$ cat config.mk
export PLATFORM = sky130hd
export DESIGN_NAME = isf_status_flags
export DESIGN_NICKNAME = d
export VERILOG_FILES = /design/src/verilog/isf_pin_sync.v /design/src/verilog/isf_status_flags.v
export VERILOG_INCLUDE_DIRS = /design/src /design/src/include
export SDC_FILE = /design/constraint.sdc
export NUM_CORES = 1
export LEC_CHECK = 0
export ABC_AREA = 1
export BUFFER_PORTS_ARGS = -buffer_cell sky130_fd_sc_hd__clkbuf_2
export CAP_MARGIN = 30
export CELL_PAD_IN_SITES_DETAIL_PLACEMENT = 1
export CELL_PAD_IN_SITES_GLOBAL_PLACEMENT = 1
export CORE_ASPECT_RATIO = 0.5
export CORE_UTILIZATION = 29
export CTS_CLUSTER_SIZE = 16
export DETAILED_ROUTE_END_ITERATION = 10
export GPL_TIMING_DRIVEN = 0
export PLACE_DENSITY_LB_ADDON = 0.1
export SLEW_MARGIN = 20
export SYNTH_ARGS = -nofsm -noshare
export SYNTH_HDL_FRONTEND = slang
export SYNTH_SLANG_ARGS = --single-unit
$ cat constraint.sdc
create_clock -name clk_i -period 1.3 [get_ports clk_i]
set_input_delay 0.26 -clock clk_i [delete_from_list [all_inputs] [get_ports clk_i]]
set_output_delay 0.26 -clock clk_i [all_outputs]
set_load 0.005 [all_outputs]
$ cat src/include/isf_defs.vh
`ifndef ISF_DEFS_VH
`define ISF_DEFS_VH

// ----------------------------------------------------------------
// Register word addresses (byte address bits 4:2)
// ----------------------------------------------------------------
`define ISF_ADR_STATUS   3'h0
`define ISF_ADR_CTRL     3'h1
`define ISF_ADR_IRQ_STAT 3'h2
`define ISF_ADR_IRQ_EN   3'h3
`define ISF_ADR_IRQ_CLR  3'h4
`define ISF_ADR_LSB      2
`define ISF_ADR_MSB      4

// ----------------------------------------------------------------
// Status register bit positions
// ----------------------------------------------------------------
`define ISF_ST_ACK_RESULT 15
`define ISF_ST_MTX_ACTIVE 14
`define ISF_ST_ACK_WINDOW 13
`define ISF_ST_COLLISION  10

// ----------------------------------------------------------------
// Control register bit positions
// ----------------------------------------------------------------
`define ISF_CT_ENABLE     0
`define ISF_CT_SLAVE      1
`define ISF_CT_MTX_START  2

// ----------------------------------------------------------------
// Interrupt event bit positions and widths
// ----------------------------------------------------------------
`define ISF_EV_COLLISION  0
`define ISF_EV_BYTE_DONE  1
`define ISF_EV_NACK       2
`define ISF_EV_W          3

// ----------------------------------------------------------------
// Counts
// ----------------------------------------------------------------
`define ISF_BITS_PER_BYTE 4'h8
`define ISF_ACK_BIT       4'h9
`define ISF_CTRL_RESET    16'h0000

`endif

$ cat src/verilog/isf_pin_sync.v
`timescale 1ns/1ps
// Two-stage synchroniser with edge detection on the settled value
module isf_pin_sync (
  input  wire clk_i,
  input  wire rst_i,
  input  wire pin_i,
  output wire level_o,
  output wire rise_o,
  output wire fall_o
);
  reg meta_q;
  reg sync_q;
  reg last_q;

  // ----------------------------------------------------------------
  // Sync chain; only sync_q and last_q feed logic
  // ----------------------------------------------------------------
  always @(posedge clk_i) begin
    if (rst_i) begin
      meta_q <= 1'b1;
      sync_q <= 1'b1;
      last_q <= 1'b1;
    end else begin
      meta_q <= pin_i;
      sync_q <= meta_q;
      last_q <= sync_q;
    end
  end

  assign level_o = sync_q;
  assign rise_o  = sync_q & ~last_q;
  assign fall_o  = ~sync_q & last_q;
endmodule

$ cat src/verilog/isf_status_flags.v
`timescale 1ns/1ps
// Function
// - ack result updated every byte, 1 = nack
// - ack window flag meaningful in slave only
// - slave: set window on eighth scl fall
// - clear window on ninth scl rise
// - collision flag set on transmit collision
// - collision cleared while disabled or by write
`include "isf_defs.vh"
module isf_status_flags (
  input  wire        clk_i,
  input  wire        rst_i,
  input  wire        wb_cyc_i,
  input  wire        wb_stb_i,
  input  wire        wb_we_i,
  input  wire [31:0] wb_adr_i,
  input  wire [31:0] wb_dat_i,
  input  wire [3:0]  wb_sel_i,
  output reg  [31:0] wb_dat_o,
  output reg         wb_ack_o,
  output wire        wb_err_o,
  input  wire        scl_i,
  input  wire        sda_i,
  input  wire        sda_drive_i,
  input  wire        start_i,
  output wire        irq_o
);
  wire        scl_lvl;
  wire        scl_rise;
  wire        scl_fall;
  wire        sda_lvl;
  wire        start_rise;
  wire        drv_lvl;
  reg  [15:0] ctrl_q;
  reg         ack_result_flag_q;
  reg         master_transmit_active_q;
  reg         ack_window_flag_q;
  reg         collision_flag_q;
  reg  [3:0]  fall_cnt_q;
  reg  [3:0]  rise_cnt_q;
  reg  [`ISF_EV_W-1:0] irq_stat_q;
  reg  [`ISF_EV_W-1:0] irq_en_q;
  reg  [`ISF_EV_W-1:0] ev;
  wire        module_enable_bit;
  wire        slave_mode;
  wire        req;
  wire        wr;
  wire [2:0]  widx;
  wire        valid_adr;
  wire [15:0] status_word;
  wire        ninth_rise;
  wire        eighth_fall;
  wire        ninth_fall;
  wire        collide_ev;

  // ----------------------------------------------------------------
  // Pin synchronisers
  // ----------------------------------------------------------------
  isf_pin_sync u_scl (
    .clk_i   (clk_i),
    .rst_i   (rst_i),
    .pin_i   (scl_i),
    .level_o (scl_lvl),
    .rise_o  (scl_rise),
    .fall_o  (scl_fall)
  );
  isf_pin_sync u_sda (
    .clk_i   (clk_i),
    .rst_i   (rst_i),
    .pin_i   (sda_i),
    .level_o (sda_lvl),
    .rise_o  (),
    .fall_o  ()
  );
  isf_pin_sync u_start (
    .clk_i   (clk_i),
    .rst_i   (rst_i),
    .pin_i   (start_i),
    .level_o (),
    .rise_o  (start_rise),
    .fall_o  ()
  );
  isf_pin_sync u_drv (
    .clk_i   (clk_i),
    .rst_i   (rst_i),
    .pin_i   (sda_drive_i),
    .level_o (drv_lvl),
    .rise_o  (),
    .fall_o  ()
  );

  // ----------------------------------------------------------------
  // Bus decode
  // ----------------------------------------------------------------
  // Registers inside the mapped window
  function is_mapped;
    input [2:0] idx;
    begin
      is_mapped = (idx <= `ISF_ADR_IRQ_CLR);
    end
  endfunction

  // Bus strobes, control bits and serial edge positions
  assign req               = wb_cyc_i & wb_stb_i & ~wb_ack_o;
  assign widx              = wb_adr_i[`ISF_ADR_MSB:`ISF_ADR_LSB];
  assign valid_adr         = is_mapped(widx) & ~|wb_adr_i[31:(`ISF_ADR_MSB+1)];
  assign wr                = req & wb_we_i & valid_adr & wb_sel_i[0];
  assign wb_err_o          = 1'b0;
  assign module_enable_bit = ctrl_q[`ISF_CT_ENABLE];
  assign slave_mode        = ctrl_q[`ISF_CT_SLAVE];
  assign ninth_rise        = scl_rise & (rise_cnt_q == `ISF_BITS_PER_BYTE);
  assign eighth_fall       = scl_fall & (rise_cnt_q == `ISF_BITS_PER_BYTE);
  assign ninth_fall        = scl_fall & (rise_cnt_q == 4'h0) & (fall_cnt_q == `ISF_BITS_PER_BYTE);
  assign collide_ev        = module_enable_bit & drv_lvl & scl_rise & ~sda_lvl;
  assign irq_o             = |(irq_stat_q & irq_en_q);

  // Status word as software reads it
  assign status_word = {ack_result_flag_q, master_transmit_active_q,
                        ack_window_flag_q, 2'b00, collision_flag_q, 10'h000};

  // ----------------------------------------------------------------
  // Control register and bus answer; ack one cycle after request
  // ----------------------------------------------------------------
  always @(posedge clk_i) begin
    if (rst_i) begin
      ctrl_q   <= `ISF_CTRL_RESET;
      wb_ack_o <= 1'b0;
      wb_dat_o <= 32'h00000000;
      irq_en_q <= {`ISF_EV_W{1'b0}};
    end else begin
      wb_ack_o <= req;
      if (wr && widx == `ISF_ADR_CTRL) begin
        ctrl_q[`ISF_CT_ENABLE] <= wb_dat_i[`ISF_CT_ENABLE];
        ctrl_q[`ISF_CT_SLAVE]  <= wb_dat_i[`ISF_CT_SLAVE];
      end
      if (wr && widx == `ISF_ADR_IRQ_EN)
        irq_en_q <= wb_dat_i[`ISF_EV_W-1:0];
      if (req && !wb_we_i) begin
        if (!valid_adr) begin
          wb_dat_o <= 32'h00000000;                      // Refused address reads zero
        end else begin
          case (widx)
            `ISF_ADR_STATUS:   wb_dat_o <= {16'h0000, status_word};
            `ISF_ADR_CTRL:     wb_dat_o <= {16'h0000, ctrl_q};
            `ISF_ADR_IRQ_STAT: wb_dat_o <= {{(32-`ISF_EV_W){1'b0}}, irq_stat_q};
            `ISF_ADR_IRQ_EN:   wb_dat_o <= {{(32-`ISF_EV_W){1'b0}}, irq_en_q};
            default:           wb_dat_o <= 32'h00000000;
          endcase
        end
      end
    end
  end

  // ----------------------------------------------------------------
  // Serial clock rise count within a byte; fall count keeps the rise count at the last fall
  // ----------------------------------------------------------------
  always @(posedge clk_i) begin
    if (rst_i || !module_enable_bit || start_rise) begin
      fall_cnt_q <= 4'h0;
      rise_cnt_q <= 4'h0;
    end else begin
      if (scl_fall)
        fall_cnt_q <= rise_cnt_q;                        // Fall right after start counts as none
      if (scl_rise)
        rise_cnt_q <= (rise_cnt_q == `ISF_BITS_PER_BYTE) ? 4'h0 : rise_cnt_q + 4'h1;
    end
  end

  // ----------------------------------------------------------------
  // Status flags
  // ----------------------------------------------------------------
  always @(posedge clk_i) begin
    if (rst_i) begin
      ack_result_flag_q        <= 1'b0;
      master_transmit_active_q <= 1'b0;
      ack_window_flag_q        <= 1'b0;
      collision_flag_q         <= 1'b0;
    end else begin
      if (ninth_rise)
        ack_result_flag_q <= sda_lvl;
      if (!module_enable_bit || slave_mode)
        master_transmit_active_q <= 1'b0;
      else if (start_rise)
        master_transmit_active_q <= 1'b1;
      else if (ninth_fall)
        master_transmit_active_q <= 1'b0;
      if (!module_enable_bit || !slave_mode)
        ack_window_flag_q <= 1'b0;
      else if (eighth_fall)
        ack_window_flag_q <= 1'b1;
      else if (ninth_rise)
        ack_window_flag_q <= 1'b0;
      if (!module_enable_bit)
        collision_flag_q <= 1'b0;
      else if (collide_ev)
        collision_flag_q <= 1'b1;
      else if (wr && widx == `ISF_ADR_STATUS && !wb_dat_i[`ISF_ST_COLLISION])
        collision_flag_q <= 1'b0;
    end
  end

  // ----------------------------------------------------------------
  // Interrupt status: set wins over clear
  // ----------------------------------------------------------------
  // Event strobes; counters stay cleared while disabled
  always @* begin
    ev = {`ISF_EV_W{1'b0}};
    ev[`ISF_EV_COLLISION] = collide_ev;
    ev[`ISF_EV_BYTE_DONE] = module_enable_bit & ninth_rise;
    ev[`ISF_EV_NACK]      = module_enable_bit & ninth_rise & sda_lvl;
  end

  always @(posedge clk_i) begin
    if (rst_i)
      irq_stat_q <= {`ISF_EV_W{1'b0}};
    else if (wr && widx == `ISF_ADR_IRQ_CLR)
      irq_stat_q <= (irq_stat_q & ~wb_dat_i[`ISF_EV_W-1:0]) | ev;
    else
      irq_stat_q <= irq_stat_q | ev;
  end
endmodule

==> results by group <==
Clock network
  • H-tree Lvls: 2
  • Cts bufs inserted: 5
  • TritonCTS Sinks: 38
  • CTS tree: built
  • Later-pin clock latency in the skew report: 0.28 ns
  • Clk pin slew, worst setup/hold paths: 0.06 ns
  • Hold buffers post-CTS: 0
  • Clk root buf: clkbuf_16
  • Clock Path Buffers: 2

Floorplanning
  • Core area: between 6000 and 7000 um^2
  • Num ports: 112
  • Die Wd: around 120 um
  • Initial Utilization: 0.303
  • # rows: 20
  • Die H: 58.6 um
  • DIE AREA: 6750 um^2

Place
  • Cells after DPL: 420
  • Count of input and output buffers: 52
  • Place WS: -0.142 ns
  • RePlAce Congestion: 0.743
  • DP Area: 2320 um^2
  • DP HPWL: 3780 um

Routing
  • First-pass DRT Iterations: 4
  • Vias/cell: around 4.2
  • DR WL/cell: 11.0 um
  • Remaining DRCs: 0
  • Drt total wl: about 4700 um
  • Final ANT Viol Nets: 0
  • 1st-iter DRT viols: 64
  • Total number of vias: roughly 1800

GRT
  • Pin count of the biggest net entering global routing: 13
  • Vias in the first global route: 1692
  • Initial antenna violation count: 0
  • Total gr overflow: 0
  • Total GRT Usage: 0.151
  • First-pass GRT wire length: around 7700 um

Synthesis
  • Top_reg_cell synth: dfxtp_1
  • Register bit total from synthesis: 38
  • Yosys cell types: 24
  • Area of the mapped netlist: 1860 um^2
  • Post-synthesis sequential area ratio: 0.409
  • Synth async-reset ratio: 0
  • Post-synth EDFFs: 0
  • Syn Inst Count: 255
  • Mean Syn Cell Area: ~7.3 um^2
  • Synth warnings: 0

Layout
  • Fin nets: 420
  • Area grow syn2layout: 36.8%
  • Post-route design area: 2540 um^2
  • Cell Count, Final, Fillers Out: between 400 and 500
  • Layout cells sized above 1: 0.336
  • Number of diodes: 0

STA
  • Achievable Freq: slightly above 0.8 GHz
  • Final setup fails: 0
  • Skew final: 0.00438 ns
  • Unrepaired setup endpoints after global routing: false
  • Slew Viols, Final: 0
  • Fin crit period: 1.23 ns
  • Final hold slack: roughly 0.15 ns
  • Final WS setup: around 0.073 ns
  • Final Cycle Share: 0.944
  • Final Hold Fails: 0

Critical path
  • Startpoint Class: flip-flop
  • Critical path class: reg2out
  • CP Max Fanout: 3
  • Worst endpoint required time: 1.04 ns
  • CP endpoint kind: output pin
  • Crit path arrival time: 0.97 ns

Run status
  • Status: complete, no violations

Power
  • Leakage: 1.22 nW
  • VDD IR max: 0.526 mV
  • PwrDens: 1060 nW/um^2

Worst hold path
  • Worst min path class: in2reg

Job
  • MaxCap Viol Count: 0
-- metrics by stage --
step | util | TNS, ns | power, mW
after floorplan | - | 0 | 1.36
after global placement | 0.379 | -1.20 | 1.45
after detailed placement | 0.379 | -1.87 | 1.46
after global routing | 0.414 | 0 | 2.78
after CTS | 0.408 | 0 | 2.70
final | 0.414 | 0 | 2.68
-- cells in the mapped netlist (3+ instances only) --
library cell  count  share of area
dfxtp_1          38           0.41
a211oi_1          3          0.012
o21ai_0           8          0.022
nor3_1            4          0.011
nand3_1          13          0.035
or2_2             8          0.027
a21oi_1          22          0.059
nand2_1          44          0.089
nand4_1           6          0.020
o211ai_1          3          0.012
buf_4            26           0.11
inv_1            32          0.065
nor2_1           34          0.069
-- power by group --
group	total, mW	internal [mW]	switching (mW)
Combinational	0.247	0.130	0.117
Sequential	1.19	1.19	0.00775
Clock	1.24	0.759	0.486
-- registers in the layout (all words and copies together) (netlist names), 2 cells and up --
signal      cells
ctrl_q          2
fall_cnt_q      4
irq_en_q        3
irq_stat_q      3
rise_cnt_q      4
wb_dat_o        7
-- worst max-delay path, stage by stage (launching register included) --
cell and delay [ns]:
dfxtp_1 0.39, nand2_1 0.07, o211ai_1 0.09, clkbuf_2 0.14
-- area by class of cell --
cell class / count / area [um^2]
Fill cell: 802 / 3590
Multi-Input combinational cell: 180 / 901
Sequential cell: 38 / 763
Timing Repair Buffer: 54 / 275
Buffer: 30 / 220
Clock buffer: 6 / 139
Inverter: 32 / 120
Tap cell: 88 / 110
Clock inverter: 2 / 12.5
-- path summary, 6_finish.rpt --
kind	slack (ns)	to	depth (start not counted)	start
setup reg to reg	0.08	ack_result_flag_q	7	rise_cnt_q[0]
setup / recovery	0.07	irq_o	3	irq_stat_q[1]
hold reg to reg	0.41	u_scl.level_o	1	u_scl.meta_q
hold / removal	0.15	u_drv.meta_q	2	sda_drive_i
-- cells in the final DEF (no fill, tap or decap), types with 2 or more instances in the layout --
master and instances:
a211oi_1 3, a21oi_1 21, buf_2 2, buf_4 28, clkbuf_16 5, clkbuf_2 52
conb_1 26, dfxtp_1 36, dfxtp_2 2, inv_1 29, inv_2 3, nand2_1 43
nand3_1 12, nand3_2 2, nand4_1 6, nor2_1 32, nor2_4 5, nor3_1 4
o211ai_1 3, o21ai_0 8, or2_2 8
-- cell families (layout without fill, tap and decap cells) --
family / Yosys count / count (layout) / share of synthesized area
compound gates: 37 / 37 / 0.108
xor+xnor: 1 / 1 / 0.00471
fa+ha+maj: 2 / 2 / 0.0135
buf+inv: 62 / 124 / 0.182
flops: 38 / 38 / 0.409
other cells: 1 / 26 / 0.00202
simple gates: 114 / 114 / 0.279
-- metal layers --
layer  wire length [um]  vias up  GRT usage
li1                   -      930          -
met1               2180      785      0.177
met2               2170       64      0.266
met3                308        6     0.0443
met4                 44        0     0.0557
met5                  0        -          0
-- timing repair --
item / in CTS / in global routing
pin swaps: 1 / 1
endpoints found under the setup margin: 13 / 18
gates resized for setup: 5 / 13
buffers inserted: 1 / 1
No activity file was read; power rests on OpenSTA's default activity.
